`src/design/faps_pkg.sv`:
```
package faps_pkg;

  // ==========================================================
  // status byte selection and program/erase kinds
  typedef enum logic [1:0] {
    SEL_LOW  = 2'h0,
    SEL_MID  = 2'h1,
    SEL_HIGH = 2'h2
  } faps_sel_t;

  typedef enum logic [2:0] {
    OP_PROG  = 3'h0,
    OP_SECT  = 3'h1,
    OP_BLK32 = 3'h2,
    OP_BLK64 = 3'h3,
    OP_CHIP  = 3'h4
  } faps_op_t;

  // ==========================================================
  // bit positions inside each status byte
  localparam int LOW_SRP_BIT = 7;
  localparam int LOW_BP_MSB = 6;
  localparam int LOW_BP_LSB = 2;
  localparam int LOW_LATCH_BIT = 1;
  localparam int LOW_BUSY_BIT = 0;
  localparam int MID_ESUS_BIT = 7;
  localparam int MID_COMPL_BIT = 6;
  localparam int MID_LOCK_MSB = 5;
  localparam int MID_LOCK_LSB = 3;
  localparam int MID_PSUS_BIT = 2;
  localparam int MID_QUAD_BIT = 1;
  localparam int MID_SRP_BIT = 0;
  localparam int HIGH_HRST_BIT = 7;
  localparam int HIGH_DRV_MSB = 6;
  localparam int HIGH_DRV_LSB = 5;
  localparam int HIGH_DUMMY_BIT = 0;

  // ==========================================================
  // reset image of the stored bits
  localparam logic [4:0] BP_RST = 5'h00;
  localparam logic [2:0] LOCK_RST = 3'h0;
  localparam logic [1:0] DRV_RST = 2'h1;
  localparam logic BIT_RST = 1'b0;

  // ==========================================================
  // array geometry and decoder constants
  localparam logic [23:0] ADDR_ZERO = 24'h000000;
  localparam logic [23:0] ADDR_TOP = 24'hffffff;
  localparam logic [23:0] ADDR_ONE = 24'h000001;
  localparam logic [24:0] MASK_ONE = 25'h0000001;
  localparam logic [2:0] CODE_NONE = 3'h0;
  localparam logic [2:0] CODE_ALL = 3'h7;
  localparam logic [2:0] SMALL_CAP = 3'h4;
  localparam logic [4:0] SMALL_BASE = 5'h0b;
  localparam logic [4:0] LARGE_BASE = 5'h11;
  localparam logic [23:0] PAGE_MASK = 24'h0000ff;
  localparam logic [23:0] SECT_MASK = 24'h000fff;
  localparam logic [23:0] BLK32_MASK = 24'h007fff;
  localparam logic [23:0] BLK64_MASK = 24'h00ffff;

  function automatic logic [23:0] faps_unit_mask(input logic [2:0] kind);
    case (kind)
      OP_PROG: faps_unit_mask = PAGE_MASK;
      OP_SECT: faps_unit_mask = SECT_MASK;
      OP_BLK32: faps_unit_mask = BLK32_MASK;
      OP_BLK64: faps_unit_mask = BLK64_MASK;
      default: faps_unit_mask = ADDR_TOP;
    endcase
  endfunction

  function automatic logic faps_overlap(input logic [23:0] ua, input logic [23:0] ub,
                                        input logic [23:0] lo, input logic [23:0] hi);
    faps_overlap = (ua <= hi) && (ub >= lo);
  endfunction

endpackage

```
`src/design/faps_prot_if.sv`:
```
`timescale 1ns/10ps
interface faps_prot_if;
  logic [4:0] bp;
  logic compl;
  logic [23:0] lo;
  logic [23:0] hi;
  logic none;

  modport dec (input bp, input compl, output lo, output hi, output none);
  modport user (output bp, output compl, input lo, input hi, input none);
endinterface

```
`src/design/faps_decode.sv`:
```
`timescale 1ns/10ps
module faps_decode (
  // protect bits in, range out
  faps_prot_if.dec p
);

  // ==========================================================
  // size of the anchored region
  wire [2:0] code = p.bp[2:0];
  wire [2:0] code_cap = (code > faps_pkg::SMALL_CAP) ? faps_pkg::SMALL_CAP : code;
  wire [4:0] small_log2 = 5'(faps_pkg::SMALL_BASE + {2'h0, code_cap});
  wire [4:0] large_log2 = 5'(faps_pkg::LARGE_BASE + {2'h0, code});
  wire [4:0] size_log2 = p.bp[4] ? small_log2 : large_log2;
  wire [23:0] mask = 24'((faps_pkg::MASK_ONE << size_log2) - faps_pkg::MASK_ONE);

  // ==========================================================
  // complement swaps the anchor end; purely combinational
  wire none_code = (code == faps_pkg::CODE_NONE);
  wire all_code = (code == faps_pkg::CODE_ALL);
  wire is_full = p.compl ? none_code : all_code;
  wire keep_bottom = p.compl ? ~p.bp[3] : p.bp[3];
  wire [23:0] bot_hi = p.compl ? 24'(~mask - faps_pkg::ADDR_ONE) : mask;
  wire [23:0] top_lo = p.compl ? 24'(mask + faps_pkg::ADDR_ONE) : ~mask;

  assign p.none = p.compl ? all_code : none_code;
  assign p.lo = (is_full || p.none || keep_bottom) ? faps_pkg::ADDR_ZERO : top_lo;
  assign p.hi = p.none ? faps_pkg::ADDR_ZERO :
                (is_full || !keep_bottom) ? faps_pkg::ADDR_TOP : bot_hi;

endmodule // faps_decode

```
`src/design/faps_top.sv`:
```
`timescale 1ns/10ps
// Overview of operation
// - low byte: status_protect_lsb, block protect 4..0, write enable latch, in progress
// - mid byte: erase suspend, complement, locks 3..1, program suspend, quad, protect msb
// - security lock bits only set, never return to zero by a write
// - high byte: hold/reset select, drive strength, four reserved bits, dummy select
// - drive strength is one two-bit field at positions 22..21
// - complement inverts the range; code 000 all or none, 111 none or all
// - complement, upper bits 00: protect bottom up to just below top fraction
// - complement, upper bits 01: protect from fraction start up to array top
// - complement, upper bits 10: protect bottom up to just below top 4..32 KB
// - complement, upper bits 11: protect from 4..32 KB up to array top
// - no complement, upper bits 11: codes 011 16 KB, 10X/110 32 KB bottom
// - no complement, upper bits 00: top 1/64 up to 1/2 of array
// - reject program and sector or block erase touching protected region
// - chip erase only with codes 000 plain or 111 complemented
module faps_top (
  // clock and reset
  input wire logic clk_i,
  input wire logic rst_n_i,
  // status write command
  input wire logic wr_en_i,
  input wire logic [1:0] wr_sel_i,
  input wire logic [7:0] wr_data_i,
  // status read command
  input wire logic rd_en_i,
  input wire logic [1:0] rd_sel_i,
  output logic rd_valid_o,
  output logic [7:0] rd_data_o,
  // volatile state from the sequencer
  input wire logic busy_i,
  input wire logic wr_latch_i,
  input wire logic erase_susp_i,
  input wire logic prog_susp_i,
  // program/erase protection check
  input wire logic op_en_i,
  input wire logic [2:0] op_kind_i,
  input wire logic [23:0] op_addr_i,
  output logic op_done_o,
  output logic op_allow_o,
  output logic op_reject_o,
  // decoded protected range
  output logic prot_none_o,
  output logic [23:0] prot_lo_o,
  output logic [23:0] prot_hi_o,
  // configuration to the rest of the device
  output logic [1:0] status_protect_o,
  output logic [2:0] security_lock_o,
  output logic quad_enable_o,
  output logic [1:0] drive_strength_o,
  output logic dummy_cycle_sel_o,
  output logic hold_reset_sel_o
);

  // ==========================================================
  // stored status bits
  logic srp_lsb_q;
  logic srp_msb_q;
  logic [4:0] bp_q;
  logic compl_q;
  logic [2:0] lock_q;
  logic quad_q;
  logic hrst_q;
  logic [1:0] drv_q;
  logic dummy_q;

  wire wr_low = wr_en_i && (wr_sel_i == faps_pkg::SEL_LOW);
  wire wr_mid = wr_en_i && (wr_sel_i == faps_pkg::SEL_MID);
  wire wr_high = wr_en_i && (wr_sel_i == faps_pkg::SEL_HIGH);

  // volatile bits in the written bytes are dropped here
  wire [4:0] wr_bp = wr_data_i[faps_pkg::LOW_BP_MSB:faps_pkg::LOW_BP_LSB];
  wire [2:0] wr_lock = wr_data_i[faps_pkg::MID_LOCK_MSB:faps_pkg::MID_LOCK_LSB];
  wire [2:0] lock_d = lock_q | wr_lock;
  wire [1:0] wr_drv = wr_data_i[faps_pkg::HIGH_DRV_MSB:faps_pkg::HIGH_DRV_LSB];

  always_ff @(posedge clk_i)
  begin
    if (!rst_n_i)
    begin
      srp_lsb_q <= faps_pkg::BIT_RST;
      bp_q <= faps_pkg::BP_RST;
    end
    else if (wr_low)
    begin
      srp_lsb_q <= wr_data_i[faps_pkg::LOW_SRP_BIT];
      bp_q <= wr_bp;
    end
  end

  always_ff @(posedge clk_i)
  begin
    if (!rst_n_i)
    begin
      compl_q <= faps_pkg::BIT_RST;
      lock_q <= faps_pkg::LOCK_RST;
      quad_q <= faps_pkg::BIT_RST;
      srp_msb_q <= faps_pkg::BIT_RST;
    end
    else if (wr_mid)
    begin
      compl_q <= wr_data_i[faps_pkg::MID_COMPL_BIT];
      lock_q <= lock_d;
      quad_q <= wr_data_i[faps_pkg::MID_QUAD_BIT];
      srp_msb_q <= wr_data_i[faps_pkg::MID_SRP_BIT];
    end
  end

  // reserved high bits are not stored at all, so they read as zero
  always_ff @(posedge clk_i)
  begin
    if (!rst_n_i)
    begin
      hrst_q <= faps_pkg::BIT_RST;
      drv_q <= faps_pkg::DRV_RST;
      dummy_q <= faps_pkg::BIT_RST;
    end
    else if (wr_high)
    begin
      hrst_q <= wr_data_i[faps_pkg::HIGH_HRST_BIT];
      drv_q <= wr_drv;
      dummy_q <= wr_data_i[faps_pkg::HIGH_DUMMY_BIT];
    end
  end

  // ==========================================================
  // read data assembly
  wire [7:0] low_byte = {srp_lsb_q, bp_q, wr_latch_i, busy_i};
  wire [7:0] mid_byte = {erase_susp_i, compl_q, lock_q, prog_susp_i, quad_q, srp_msb_q};
  wire [7:0] high_byte = {hrst_q, drv_q, 4'h0, dummy_q};
  wire [7:0] rd_mux = (rd_sel_i == faps_pkg::SEL_LOW) ? low_byte :
                      (rd_sel_i == faps_pkg::SEL_MID) ? mid_byte :
                      (rd_sel_i == faps_pkg::SEL_HIGH) ? high_byte : 8'h00;

  always_ff @(posedge clk_i)
  begin
    if (!rst_n_i)
    begin
      rd_valid_o <= 1'b0;
      rd_data_o <= 8'h00;
    end
    else
    begin
      rd_valid_o <= rd_en_i;
      rd_data_o <= rd_en_i ? rd_mux : 8'h00;
    end
  end

  // ==========================================================
  // protection decoder
  faps_prot_if pif ();

  assign pif.bp = bp_q;
  assign pif.compl = compl_q;

  faps_decode u_decode (
    .p(pif.dec)
  );

  always_ff @(posedge clk_i)
  begin
    if (!rst_n_i)
    begin
      prot_none_o <= 1'b1;
      prot_lo_o <= faps_pkg::ADDR_ZERO;
      prot_hi_o <= faps_pkg::ADDR_ZERO;
    end
    else
    begin
      prot_none_o <= pif.none;
      prot_lo_o <= pif.lo;
      prot_hi_o <= pif.hi;
    end
  end

  // ==========================================================
  // program/erase check; the whole erase unit is compared, not just its first byte
  wire [23:0] unit_mask = faps_pkg::faps_unit_mask(op_kind_i);
  wire [23:0] unit_lo = op_addr_i & ~unit_mask;
  wire [23:0] unit_hi = op_addr_i | unit_mask;
  wire is_chip = (op_kind_i == faps_pkg::OP_CHIP);
  wire kind_ok = (op_kind_i <= faps_pkg::OP_CHIP);
  wire hits = !pif.none && faps_pkg::faps_overlap(unit_lo, unit_hi, pif.lo, pif.hi);
  wire chip_ok = compl_q ? (bp_q[2:0] == faps_pkg::CODE_ALL) :
                         (bp_q[2:0] == faps_pkg::CODE_NONE);
  wire op_ok = kind_ok && (is_chip ? chip_ok : !hits);

  always_ff @(posedge clk_i)
  begin
    if (!rst_n_i)
    begin
      op_done_o <= 1'b0;
      op_allow_o <= 1'b0;
      op_reject_o <= 1'b0;
    end
    else
    begin
      op_done_o <= op_en_i;
      op_allow_o <= op_en_i && op_ok;
      op_reject_o <= op_en_i && !op_ok;
    end
  end

  // ==========================================================
  // configuration outputs
  assign status_protect_o = {srp_msb_q, srp_lsb_q};
  assign security_lock_o = lock_q;
  assign quad_enable_o = quad_q;
  assign drive_strength_o = drv_q;
  assign dummy_cycle_sel_o = dummy_q;
  assign hold_reset_sel_o = hrst_q;
endmodule // faps_top

```
`config.mk`:
```
export PLATFORM = sky130hd
export DESIGN_NAME = faps_top
export DESIGN_NICKNAME = d
export VERILOG_FILES = /design/src/design/faps_pkg.sv /design/src/design/faps_prot_if.sv /design/src/design/faps_decode.sv /design/src/design/faps_top.sv
export SDC_FILE = /design/constraint.sdc
export NUM_CORES = 1
export LEC_CHECK = 0
export ABC_AREA = 1
export BUFFER_PORTS_ARGS = -buffer_cell sky130_fd_sc_hd__buf_2
export CAP_MARGIN = 20
export CELL_PAD_IN_SITES_DETAIL_PLACEMENT = 0
export CELL_PAD_IN_SITES_GLOBAL_PLACEMENT = 2
export CORE_UTILIZATION = 30
export CTS_CLUSTER_DIAMETER = 200
export CTS_CLUSTER_SIZE = 10
export DETAILED_ROUTE_END_ITERATION = 6
export MAX_ROUTING_LAYER = met4
export PLACE_DENSITY_LB_ADDON = 0.15
export SLEW_MARGIN = 20
export SYNTH_ARGS = -nofsm -noshare
export SYNTH_HDL_FRONTEND = slang
export SYNTH_HIERARCHICAL = 1
export SYNTH_SLANG_ARGS = --single-unit
```
`constraint.sdc`:
```
create_clock -name clk_i -period 5.5 [get_ports clk_i]
set_clock_uncertainty 0.2 [all_clocks]
set_input_delay 1.1 -clock clk_i [delete_from_list [all_inputs] [get_ports clk_i]]
set_output_delay 1.1 -clock clk_i [all_outputs]
set_load 0.05 [all_outputs]
```
==> implementation parameters, run 1 <==
Parameter                              Value

Routing
  1st-iter DRT viols    approximately 200
  Via density    4.28
  Vias after detailed routing    approximately 5700
  Routed length per instance    13.0 um
  Remaining design rule violation count    0
  Detailed Route WL    17.3 mm
  Initial DRT Pass Iterations    4
  Residual antenna-violating net count after detailed routing    0

CTS
  Post CTS Setup Buffer Count    0
  Insertion delay to the later sink of the worst-skew pair    0.34 ns
  Total of cells resized after clock tree synthesis    0
  Inserted Clock Buffers    9
  CTS H-Tree Depth    3
  Max Root-Sink Buffers    2
  Clock tree from TritonCTS    yes
  Clock sink count    between 70 and 80
  Clock transition at the registers of the reported paths    0.06 ns
  Number of buffers inserted by hold repair at cts    0
  Clock tree root buffer cell    sky130_fd_sc_hd__clkbuf_16

Pwr
  Pwr per Cell Area    271 mW/mm2
  Net Sw Frac    0.401
  IR drop worst, VDD    0.000154 V
  Share of total power in combinational logic    0.364
  Switching power of the nets    0.783 mW
  Power after layout    just under 2 mW
  Leakage    4.12 nW
  Cell-internal power    1.17 mW
  Fraction of power consumed by the clock network    0.325
  Power share of the sequential group    0.311

GRT
  Remaining Overflow, GRT    0
  Via count of the first global-routing pass    5367
  Largest net degree at the start of global routing    65
  Total Routing Usage GR    0.183
  First-pass GRT wire length    28.1 mm
  Antenna violations before repair    0

Finish
  Layout-stage area growth over the synthesis result    19.5%
  Most frequent standard cell in the layout excluding fill and tap cells    sky130_fd_sc_hd__nand2_1
  Count of filler cells inserted in the layout    2215
  Leading cell types in the layout, fill and taps excluded    sky130_fd_sc_hd__nand2_1, sky130_fd_sc_hd__inv_1, sky130_fd_sc_hd__buf_2
  Fraction of layout instances using a drive strength above 1    0.235
  Total area of multi-input combinational cells    0.00353 mm2
  Post-route cell area    0.00721 mm2
  Area taken by flip-flops and latches    0.00154 mm2
  Number of standard cells in the final layout excluding fillers    1332
  Core Util, Final    0.368
  Total Nets Final    1149

Timing
  Slew at the pin with the worst max-slew slack    between 0.6 and 0.7 ns
  Max Transition Viols Final    0
  Worst max-slew margin expressed relative to the limit    0.536
  Peak clock frequency supported by timing    a little over 0.2 GHz
  Post-route setup TNS    0 ns
  Final period demand of the worst path    4.87 ns
  Hold violation count in the final report    0
  Post-route clock period utilization    0.885
  RSZ-0062 raised after global routing    no
  Setup violation total in the final timing report    0

Critical path
  Launch point of the worst path    bp_q[0]$_SDFFE_PN0P_
  Data arrival time of the critical path    just under 5 ns
  Reg2reg start    bp_q[0]$_SDFFE_PN0P_
  Slowest CP cell    sky130_fd_sc_hd__dfxtp_1
  Type of the worst setup path    flip-flop to flip-flop
  Cell repeated most along the worst path    sky130_fd_sc_hd__nand2_1
  Endpoint type of the worst setup path    flip-flop
  Crit-path leading delay family    simple AND/OR/NAND/NOR gates
  Delay of the slowest cell on the worst path    0.33 ns
  Worst EP required    5.54 ns
  Nature of the critical path startpoint    flip-flop
  Buf/Inv on CP    3
  Critical-path maximum fanout    5

Synth
  Syn. warnings    6
  Synth Flop Type    sky130_fd_sc_hd__dfxtp_1
  Portion of the post-synthesis area used by sequential elements    0.255
  Post-synth EDFFs    0
  Post-synthesis async set-or-reset flop share    0
  Summed instance area of the synthesized netlist    approximately 0.006 mm2
  Share of cell area taken by muxes after synthesis    0
  Xor-xnor portion of the synthesized cell area    0.0261
  Share of synthesized cell area in full adder, half adder and majority cells    0.0830
  Number of distinct library cells after synthesis    51
  Flops & latches, synth    77
  Complex-gate fraction of the synthesized area    0.0995
  Combinational family with the most area after synthesis    simple AND/OR/NAND/NOR gates
  Average cell area after synthesis    6.36 um2
  Post-Synthesis Cells    948
  Basic-gate share of the synthesized area counting and, or, nand and nor cells    0.374

Placed design
  Routability congestion estimate from global placement    slightly below 0.8
  IO Port Bufs    110
  Final HPWL from detailed placement    14.1 mm
  Total placed cells including tap cells    1315
  Placed cell areas    0.00690 mm2

Flow run
  Max capacitance violation total    0

Die
  Core Footprint    between 0.015 and 0.02 mm2
  Die height    144 um
  Initial core utilization    0.308
  Placement row count    just over 50
  Die area    roughly 0.021 mm2
  Total I/O pin count    119
  Die W    144 um

Hold path
  Worst hold path class    flip-flop to flip-flop
  Worst Hold Launch    dummy_cycle_sel_o$_SDFFE_PN0P_

Outcome
  Result of the run    completed
cell usage after synthesis (11+ instances only):
library cell | count | share of area
sky130_fd_sc_hd__nand2_1 | 237 | 0.15
sky130_fd_sc_hd__nor2_1 | 94 | 0.058
sky130_fd_sc_hd__o21ai_1 | 18 | 0.015
sky130_fd_sc_hd__ha_1 | 40 | 0.083
sky130_fd_sc_hd__nand3_1 | 37 | 0.031
sky130_fd_sc_hd__nand4_1 | 16 | 0.017
sky130_fd_sc_hd__nand2_2 | 20 | 0.021
sky130_fd_sc_hd__a21oi_1 | 45 | 0.037
sky130_fd_sc_hd__dfxtp_1 | 77 | 0.26
sky130_fd_sc_hd__inv_2 | 24 | 0.015
sky130_fd_sc_hd__inv_1 | 190 | 0.12
sky130_fd_sc_hd__nor2_2 | 15 | 0.016
sky130_fd_sc_hd__nand3_2 | 11 | 0.018
sky130_fd_sc_hd__o21ai_0 | 23 | 0.019
stage by stage:
stage               hold slack [ns]  setup WS (ns)
finish                        0.266          0.635
global route                  0.295         0.0886
CTS                           0.272          0.634
detailed placement            0.262          0.655
global placement              0.261          0.618
floorplan                     0.245           1.10
worst min-delay path, stage by stage (launching register included):
cell and delay (ns):
sky130_fd_sc_hd__dfxtp_1 0.31, sky130_fd_sc_hd__inv_1 0.06, sky130_fd_sc_hd__a21oi_1 0.05
sequential cells by signal (all words and copies together), names as in the netlist, 2 cells and up:
register	flops
security_lock_o	3
prot_hi_o	24
rd_data_o	8
prot_lo_o	24
drive_strength_o	2
bp_q	5
layout make-up:
type | instances | area share
antenna | 1 | 0.000347
clock buffer | 10 | 0.0332
clock inverter | 6 | 0.00972
inverter | 216 | 0.113
multi-input combinational | 630 | 0.490
sequential | 77 | 0.214
tap | 265 | 0.0460
timing repair buffer | 127 | 0.0941
power groups by stage:
stage          registers [mW]  clock network, mW  logic (mW)
2_1_floorplan           0.742                  0       0.417
3_3_place_gp            0.620                  0       0.719
3_5_place_dp            0.620                  0       0.718
4_1_cts                 0.607              0.654       0.720
5_1_grt                 0.611              0.673       0.803
6_report                0.607              0.635       0.711
routing by layer:
metal / vias to the layer above / GRT usage / part of all wire
met2: 82 / 0.281 / 0.43
li1: 3116 / - / -
met1: 2489 / 0.251 / 0.54
met5: - / - / 0
met3: 10 / 0.0293 / 0.026
met4: 0 / 0.0386 / 0.0084
cells by family (layout without fill, tap and decap cells):
kind of cell               Yosys count  after routing
and+or+nand+nor                    467            467
buffers and inverters              242            359
AOI/OAI and AO/OA                  108            108
DFF                                 77             77
adders and majority gates           40             40
xor gates and xnor gates            12             12
other                                2              4
path summary, 6_finish.rpt:
kind	end	slack, ns	depth (start not counted)
setup / recovery	op_allow_o$_SDFF_PN0_	0.63	28
hold / removal	dummy_cycle_sel_o$_SDFFE_PN0P_	0.27	2
setup reg to reg	op_allow_o$_SDFF_PN0_	0.63	28
hold reg to reg	dummy_cycle_sel_o$_SDFFE_PN0P_	0.27	2
No activity file was read; power rests on OpenSTA's default activity.
==> run 2, diff against run 1 <==
--- a/config.mk
+++ b/config.mk
@@ -16,6 +16,7 @@
 export DETAILED_ROUTE_END_ITERATION = 6
 export MAX_ROUTING_LAYER = met4
 export PLACE_DENSITY_LB_ADDON = 0.15
+export RECOVER_POWER = 50
 export SLEW_MARGIN = 20
 export SYNTH_ARGS = -nofsm -noshare
 export SYNTH_HDL_FRONTEND = slang
==> run 2 against run 1 <==
  * The flow now finishes with violations (capacitance limit, slew limit)
  * Design area is 0.92% lower
  * Wire length is 0.32% higher
  * Sequential share of layout area is 0.20 points higher
  * Worst setup slack better by 0.0063 ns
  * Flip-flop and latch count stayed put
  * Global-route usage stayed put
  * Worst hold slack hardly changed
  * Clock-buffer cell count stayed put
  * Total power is 0.31% lower
  * Clock power hardly changed
  * Critical path depth stayed put
  * Die area stayed put
  * Largest cell class unchanged
  * Largest power group unchanged
==> implementation parameters, run 2 (same netlist as run 1, synthesis figures left out) <==
Parameter                              Value

Placed design
  IO Port Bufs    110 (unchanged)
  Routability congestion estimate from global placement    0.783 (unchanged)
  Final HPWL from detailed placement    14.1 mm (unchanged)

Hold path
  Worst hold path class    flip-flop to flip-flop (unchanged)
  Worst Hold Launch    dummy_cycle_sel_o$_SDFFE_PN0P_ (unchanged)
  Worst Hold Depth    2 (unchanged)
  Endpoint with the worst hold slack    dummy_cycle_sel_o$_SDFFE_PN0P_ (unchanged)

CTS
  CTS H-Tree Depth    3 (unchanged)
  Number of buffers inserted by hold repair at cts    0 (unchanged)
  Clock sink count    77 (unchanged)
  Total of cells resized after clock tree synthesis    0 (unchanged)
  Max Root-Sink Buffers    2 (unchanged)
  Post CTS Setup Buffer Count    0 (unchanged)
  Insertion delay to the later sink of the worst-skew pair    0.35 ns (was 0.34 ns)
  Inserted Clock Buffers    9 (unchanged)
  Clock transition at the registers of the reported paths    0.06 ns (about the same)
  Clock tree from TritonCTS    yes (unchanged)
  Clock tree root buffer cell    sky130_fd_sc_hd__clkbuf_16 (unchanged)

Pwr
  Pwr per Cell Area    273 mW/mm2 (was 271 mW/mm2)
  Net Sw Frac    0.403 (was 0.401)
  Fraction of power consumed by the clock network    0.326 (was 0.325)
  Share of total power in combinational logic    0.361 (was 0.364)
  Power share of the sequential group    0.312 (was 0.311)
  Power after layout    1.95 mW (about the same)
  IR drop worst, VDD    0.000155 V (was 0.000154 V)
  Switching power of the nets    0.784 mW (was 0.783 mW)
  Cell-internal power    1.16 mW (was 1.17 mW)
  Leakage    3.92 nW (was 4.12 nW)

Critical path
  Type of the worst setup path    flip-flop to flip-flop (unchanged)
  Data arrival time of the critical path    4.89 ns (was 4.90 ns)
  Cell repeated most along the worst path    sky130_fd_sc_hd__nand2_1 (unchanged)
  Reg2reg start    bp_q[0]$_SDFFE_PN0P_ (unchanged)
  Critical-path maximum fanout    5 (unchanged)
  Reg-to-Reg End    op_allow_o$_SDFF_PN0_ (unchanged)
  Slowest CP cell    sky130_fd_sc_hd__dfxtp_1 (unchanged)
  Endpoint type of the worst setup path    flip-flop (unchanged)
  Buf/Inv on CP    3 (unchanged)
  Delay of the slowest cell on the worst path    0.33 ns (about the same)
  Setup slack of the most critical reg-to-reg path    0.64 ns (was 0.63 ns)
  Worst reg2reg path depth    28 (unchanged)
  Crit-path leading delay family    simple AND/OR/NAND/NOR gates (unchanged)
  Nature of the critical path startpoint    flip-flop (unchanged)
  Worst EP required    5.53 ns (was 5.54 ns)

Timing
  Max Transition Viols Final    65 (was 0)
  Final period demand of the worst path    4.86 ns (was 4.87 ns)
  Peak clock frequency supported by timing    0.206 GHz (about the same)
  Post-route setup TNS    0 ns (unchanged)
  Setup violation total in the final timing report    0 (unchanged)
  Hold violation count in the final report    0 (unchanged)
  RSZ-0062 raised after global routing    no (unchanged)
  Post-route clock period utilization    0.883 (was 0.885)
  Worst max-slew margin expressed relative to the limit    -0.788 (was 0.536)
  Hold_ws    0.266 ns (about the same)
  Slew at the pin with the worst max-slew slack    2.68 ns (was 0.695 ns)

Die
  Initial core utilization    0.308 (unchanged)
  Die height    144 um (unchanged)
  Core Footprint    0.0196 mm2 (unchanged)
  Total I/O pin count    119 (unchanged)
  Placement row count    51 (unchanged)
  Die W    144 um (unchanged)
  Die area    0.0207 mm2 (unchanged)

GRT
  Total Routing Usage GR    0.183 (unchanged)
  Largest net degree at the start of global routing    65 (unchanged)
  Via count of the first global-routing pass    5367 (unchanged)
  Antenna violations before repair    0 (unchanged)
  First-pass GRT wire length    28.1 mm (unchanged)
  Remaining Overflow, GRT    0 (unchanged)

Routing
  Initial DRT Pass Iterations    5 (was 4)
  Routed length per instance    13.0 um (about the same)
  Remaining design rule violation count    0 (unchanged)
  Residual antenna-violating net count after detailed routing    0 (unchanged)
  Via density    4.30 (was 4.28)
  1st-iter DRT viols    195 (was 202)
  Detailed Route WL    17.4 mm (was 17.3 mm)
  Vias after detailed routing    5722 (was 5697)

Outcome
  Result of the run    finished, violations left (was completed)
  Violated checks    capacitance limit, slew limit

Finish
  Leading cell types in the layout, fill and taps excluded    sky130_fd_sc_hd__nand2_1, sky130_fd_sc_hd__inv_1, sky130_fd_sc_hd__nor2_1 (was sky130_fd_sc_hd__nand2_1, sky130_fd_sc_hd__inv_1, sky130_fd_sc_hd__buf_2)
  Total Nets Final    1149 (unchanged)
  Core Util, Final    0.365 (was 0.368)
  Layout-stage area growth over the synthesis result    18.4% (was 19.5%)
  Most frequent standard cell in the layout excluding fill and tap cells    sky130_fd_sc_hd__nand2_1 (unchanged)
  Largest regs    prot_hi_o x24, prot_lo_o x24, rd_data_o x8 (unchanged)
  Fraction of layout instances using a drive strength above 1    0.187 (was 0.235)

Flow run
  Max capacitance violation total    1 (was 0)
run 2: cell types whose count changed in the layout (fill, tap and decap cells not counted):
cell / before / now
sky130_fd_sc_hd__buf_4: 17 / 16
sky130_fd_sc_hd__o21ai_0: 23 / 28
sky130_fd_sc_hd__buf_2: 110 / 60
sky130_fd_sc_hd__clkbuf_1: 0 / 51
sky130_fd_sc_hd__o21ai_1: 18 / 13
run 2: final cells by class:
cell class | instances | area, um2
flip-flops and latches | 77 | 1540
repair buffers | 127 | 612
well taps | 265 | 332
multi-input cells | 630 | 3530
clock inverters | 6 | 70.1
clock buffers | 10 | 239
inverters | 216 | 816
fillers | 2235 | 12400
diodes | 1 | 2.50
run 2: how the worst max path moves through the flow:
stage	startpoint	end	slack, ns	cells after the start
6_report	bp_q[0]$_SDFFE_PN0P_	op_allow_o$_SDFF_PN0_	0.64	28
5_1_grt	bp_q[0]$_SDFFE_PN0P_	op_allow_o$_SDFF_PN0_	0.07	29
4_1_cts	bp_q[0]$_SDFFE_PN0P_	op_allow_o$_SDFF_PN0_	0.63	29
3_5_place_dp	bp_q[0]$_SDFFE_PN0P_	op_allow_o$_SDFF_PN0_	0.66	32
3_3_place_gp	bp_q[0]$_SDFFE_PN0P_	op_allow_o$_SDFF_PN0_	0.62	29
2_1_floorplan	bp_q[0]$_SDFFE_PN0P_	op_allow_o$_SDFF_PN0_	1.10	32
run 2: power groups by stage:
stage	sequential, mW	clock, mW	combinational (mW)
final	0.608	0.635	0.704
after global routing	0.612	0.673	0.796
after CTS	0.607	0.654	0.720
after detailed placement	0.620	0	0.718
after global placement	0.620	0	0.719
after floorplan	0.742	0	0.417
run 2: worst reg2reg max path: cells and delay by family (launching register included):
family / cells / cell delay [ns]
and+or+nand+nor: 18 / 2.17
AOI/OAI and AO/OA: 3 / 0.73
buffers and inverters: 3 / 0.19
adders and majority gates: 4 / 1.10
DFF: 1 / 0.33
run 2: layer usage:
metal / share of wire / up-vias / global-route usage
met4: 0.0089 / 0 / 0.0386
met2: 0.43 / 90 / 0.281
met5: 0 / - / -
li1: - / 3118 / -
met3: 0.029 / 14 / 0.0293
met1: 0.53 / 2500 / 0.251
run 2: stage by stage:
step | std cells | instance area, um2 | setup slack, ns
finish | 1332 | 7140 | 0.641
global route | 1331 | 7140 | 0.0741
CTS | 1331 | 7200 | 0.634
detailed placement | 1315 | 6900 | 0.655
global placement | 1315 | 6900 | 0.618
floorplan | 949 | 6040 | 1.10
==> run 3, diff against run 2 <==
--- a/config.mk
+++ b/config.mk
@@ -7,14 +7,12 @@
 export LEC_CHECK = 0
 export ABC_AREA = 1
 export BUFFER_PORTS_ARGS = -buffer_cell sky130_fd_sc_hd__buf_2
-export CAP_MARGIN = 20
 export CELL_PAD_IN_SITES_DETAIL_PLACEMENT = 0
 export CELL_PAD_IN_SITES_GLOBAL_PLACEMENT = 2
-export CORE_UTILIZATION = 30
+export CORE_UTILIZATION = 32
 export CTS_CLUSTER_DIAMETER = 200
 export CTS_CLUSTER_SIZE = 10
 export DETAILED_ROUTE_END_ITERATION = 6
-export MAX_ROUTING_LAYER = met4
 export PLACE_DENSITY_LB_ADDON = 0.15
 export RECOVER_POWER = 50
 export SLEW_MARGIN = 20
==> constraint.sdc (replaced) <==
create_clock -name clk_i -period 5.85 [get_ports clk_i]
set_clock_uncertainty 0.2 [all_clocks]
set_input_delay 1.17 -clock clk_i [delete_from_list [all_inputs] [get_ports clk_i]]
set_output_delay 1.17 -clock clk_i [all_outputs]
set_load 0.05 [all_outputs]
==> run 3 against run 2 <==
  * The run still ends with capacitance limit, slew limit left
  * Register-to-register slack better by 0.14 ns
  * Clock power down 7.6%
  * Die area down 6.2%
  * Sequential power down 5.6%
  * Maximum frequency down 4.2%
  * Non-clock buffer count down 7
  * Sequential share of layout area up 0.33 points
  * Global-route usage up 0.32 points
  * Worst hold slack about the same
  * Clock-buffer cell count unchanged
  * Critical endpoint unchanged
  * Highest routed layer unchanged
==> implementation parameters, run 3 (same netlist as run 1, synthesis figures left out) <==
Parameter                              Value

Placed design
  Placed cell areas    0.00680 mm2 (was 0.00690 mm2)
  Place WS    0.754 ns (was 0.655 ns)
  Final HPWL from detailed placement    13.8 mm (was 14.1 mm)
  Routability congestion estimate from global placement    0.790 (was 0.783)
  Total placed cells including tap cells    1272 (was 1315)
  IO Port Bufs    110 (unchanged)

CTS
  Inserted Clock Buffers    9 (unchanged)
  Clock transition at the registers of the reported paths    0.07 ns (was 0.06 ns)
  Max Root-Sink Buffers    2 (unchanged)
  Total of cells resized after clock tree synthesis    0 (unchanged)
  Post CTS Setup Buffer Count    0 (unchanged)
  Number of buffers inserted by hold repair at cts    0 (unchanged)
  Insertion delay to the later sink of the worst-skew pair    0.35 ns (about the same)
  Clock tree from TritonCTS    yes (unchanged)
  Clock sink count    77 (unchanged)
  Clock tree root buffer cell    sky130_fd_sc_hd__clkbuf_16 (unchanged)
  CTS H-Tree Depth    3 (unchanged)

Outcome
  Result of the run    finished, violations left (unchanged)
  Violated checks    capacitance limit, slew limit (unchanged)

Routing
  Vias after detailed routing    5660 (was 5722)
  Remaining design rule violation count    0 (unchanged)
  Detailed Route WL    17.2 mm (was 17.4 mm)
  Via density    4.39 (was 4.30)
  1st-iter DRT viols    232 (was 195)
  Initial DRT Pass Iterations    5 (unchanged)
  Residual antenna-violating net count after detailed routing    0 (unchanged)
  Routed length per instance    13.3 um (was 13.0 um)

Critical path
  Critical-path maximum fanout    8 (was 5)
  Reg-to-Reg End    op_allow_o$_SDFF_PN0_ (unchanged)
  Cell repeated most along the worst path    sky130_fd_sc_hd__nand2_1 (unchanged)
  Reg2reg start    bp_q[1]$_SDFFE_PN0P_ (was bp_q[0]$_SDFFE_PN0P_)
  Nature of the critical path startpoint    flip-flop (unchanged)
  Worst EP required    5.88 ns (was 5.53 ns)
  Slowest CP cell    sky130_fd_sc_hd__dfxtp_1 (unchanged)
  Setup slack of the most critical reg-to-reg path    0.78 ns (was 0.64 ns)
  Delay of the slowest cell on the worst path    0.49 ns (was 0.33 ns)
  Data arrival time of the critical path    5.10 ns (was 4.89 ns)
  Endpoint type of the worst setup path    flip-flop (unchanged)
  Worst reg2reg path depth    29 (was 28)
  Type of the worst setup path    flip-flop to flip-flop (unchanged)

Finish
  Fraction of layout instances using a drive strength above 1    0.180 (was 0.187)
  Number of standard cells in the final layout excluding fillers    1289 (was 1332)
  Layout-stage area growth over the synthesis result    16.6% (was 18.4%)
  Most frequent standard cell in the layout excluding fill and tap cells    sky130_fd_sc_hd__nand2_1 (unchanged)
  Leading cell types in the layout, fill and taps excluded    sky130_fd_sc_hd__nand2_1, sky130_fd_sc_hd__inv_1, sky130_fd_sc_hd__nor2_1 (unchanged)
  Total Nets Final    1142 (was 1149)
  Post-route cell area    0.00703 mm2 (was 0.00714 mm2)
  Largest regs    prot_hi_o x24, prot_lo_o x24, rd_data_o x8 (unchanged)
  Core Util, Final    0.386 (was 0.365)

Pwr
  Pwr per Cell Area    258 mW/mm2 (was 273 mW/mm2)
  Power after layout    1.81 mW (was 1.95 mW)
  IR drop worst, VDD    0.000140 V (was 0.000155 V)
  Leakage    3.88 nW (was 3.92 nW)

Timing
  Max Transition Viols Final    65 (unchanged)
  Final period demand of the worst path    5.07 ns (was 4.86 ns)
  Setup violation total in the final timing report    0 (unchanged)
  Peak clock frequency supported by timing    0.197 GHz (was 0.206 GHz)
  Hold_ws    0.266 ns (about the same)
  Post-route setup TNS    0 ns (unchanged)
  RSZ-0062 raised after global routing    no (unchanged)
  Post-route clock period utilization    0.867 (was 0.883)
  Hold violation count in the final report    0 (unchanged)
  Slew at the pin with the worst max-slew slack    2.78 ns (was 2.68 ns)
  Worst max-slew margin expressed relative to the limit    -0.855 (was -0.788)
  Minimum setup slack in the final design    0.777 ns (was 0.641 ns)

Die
  Placement row count    49 (was 51)
  Die area    0.0194 mm2 (was 0.0207 mm2)
  Die height    139 um (was 144 um)
  Initial core utilization    0.331 (was 0.308)
  Die W    139 um (was 144 um)
  Total I/O pin count    119 (unchanged)
  Core Footprint    0.0182 mm2 (was 0.0196 mm2)

GRT
  Via count of the first global-routing pass    5401 (was 5367)
  First-pass GRT wire length    28.4 mm (was 28.1 mm)
  Total Routing Usage GR    0.186 (was 0.183)
  Largest net degree at the start of global routing    65 (unchanged)
  Antenna violations before repair    0 (unchanged)
  Remaining Overflow, GRT    0 (unchanged)

Flow run
  Max capacitance violation total    1 (unchanged)

Hold path
  Endpoint with the worst hold slack    dummy_cycle_sel_o$_SDFFE_PN0P_ (unchanged)
  Worst Hold Depth    2 (unchanged)
  Worst hold path class    flip-flop to flip-flop (unchanged)
  Worst Hold Launch    dummy_cycle_sel_o$_SDFFE_PN0P_ (unchanged)
## run 3: cell count changes in the layout (fill, tap and decap cells not counted)
| cell | change |
|---|---|
| sky130_fd_sc_hd__buf_4 | -7 |
| sky130_fd_sc_hd__clkinv_4 | +2 |
| sky130_fd_sc_hd__clkbuf_1 | +1 |
| sky130_fd_sc_hd__clkbuf_8 | -1 |
| sky130_fd_sc_hd__clkinvlp_4 | -1 |
| sky130_fd_sc_hd__inv_6 | -1 |
## run 3: cell type report
cell class / instances / area [um2]
clock inverters: 6 / 71.3
inverters: 216 / 816
flip-flops and latches: 77 / 1540
diodes: 1 / 2.50
fillers: 2092 / 11200
multi-input cells: 630 / 3530
repair buffers: 120 / 559
well taps: 229 / 287
clock buffers: 10 / 229
## run 3: worst max-delay path by stage
stage                               from                     to  slack [ns]  cells past startpoint
global route        bp_q[1]$_SDFFE_PN0P_  op_allow_o$_SDFF_PN0_        0.20                     31
detailed placement  bp_q[1]$_SDFFE_PN0P_  op_allow_o$_SDFF_PN0_        0.75                     29
CTS                 bp_q[1]$_SDFFE_PN0P_  op_allow_o$_SDFF_PN0_        0.72                     29
finish              bp_q[1]$_SDFFE_PN0P_  op_allow_o$_SDFF_PN0_        0.78                     29
floorplan           bp_q[0]$_SDFFE_PN0P_  op_allow_o$_SDFF_PN0_        1.45                     32
global placement    bp_q[1]$_SDFFE_PN0P_  op_allow_o$_SDFF_PN0_        0.77                     29
## run 3: metal layers
layer | wire length [um] | vias to the layer above | global-route usage
met5 | 0 | - | 0
met4 | 183 | 0 | 0.0509
met3 | 543 | 10 | 0.0313
met2 | 7410 | 85 | 0.295
met1 | 9020 | 2469 | 0.259
li1 | - | 3096 | -
## run 3: critical path, delay by kind of cell (launching register included)
kind | cells | cell delay [ns]
DFF | 1 | 0.49
and+or+nand+nor | 15 | 1.76
buffers and inverters | 6 | 0.65
AOI/OAI and AO/OA | 4 | 0.74
adders and majority gates | 4 | 1.14
## run 3: report_power, final
group	switching (mW)	internal, mW
logic	0.468	0.183
registers	0.0146	0.559
clock network	0.253	0.334
total	0.736	1.08
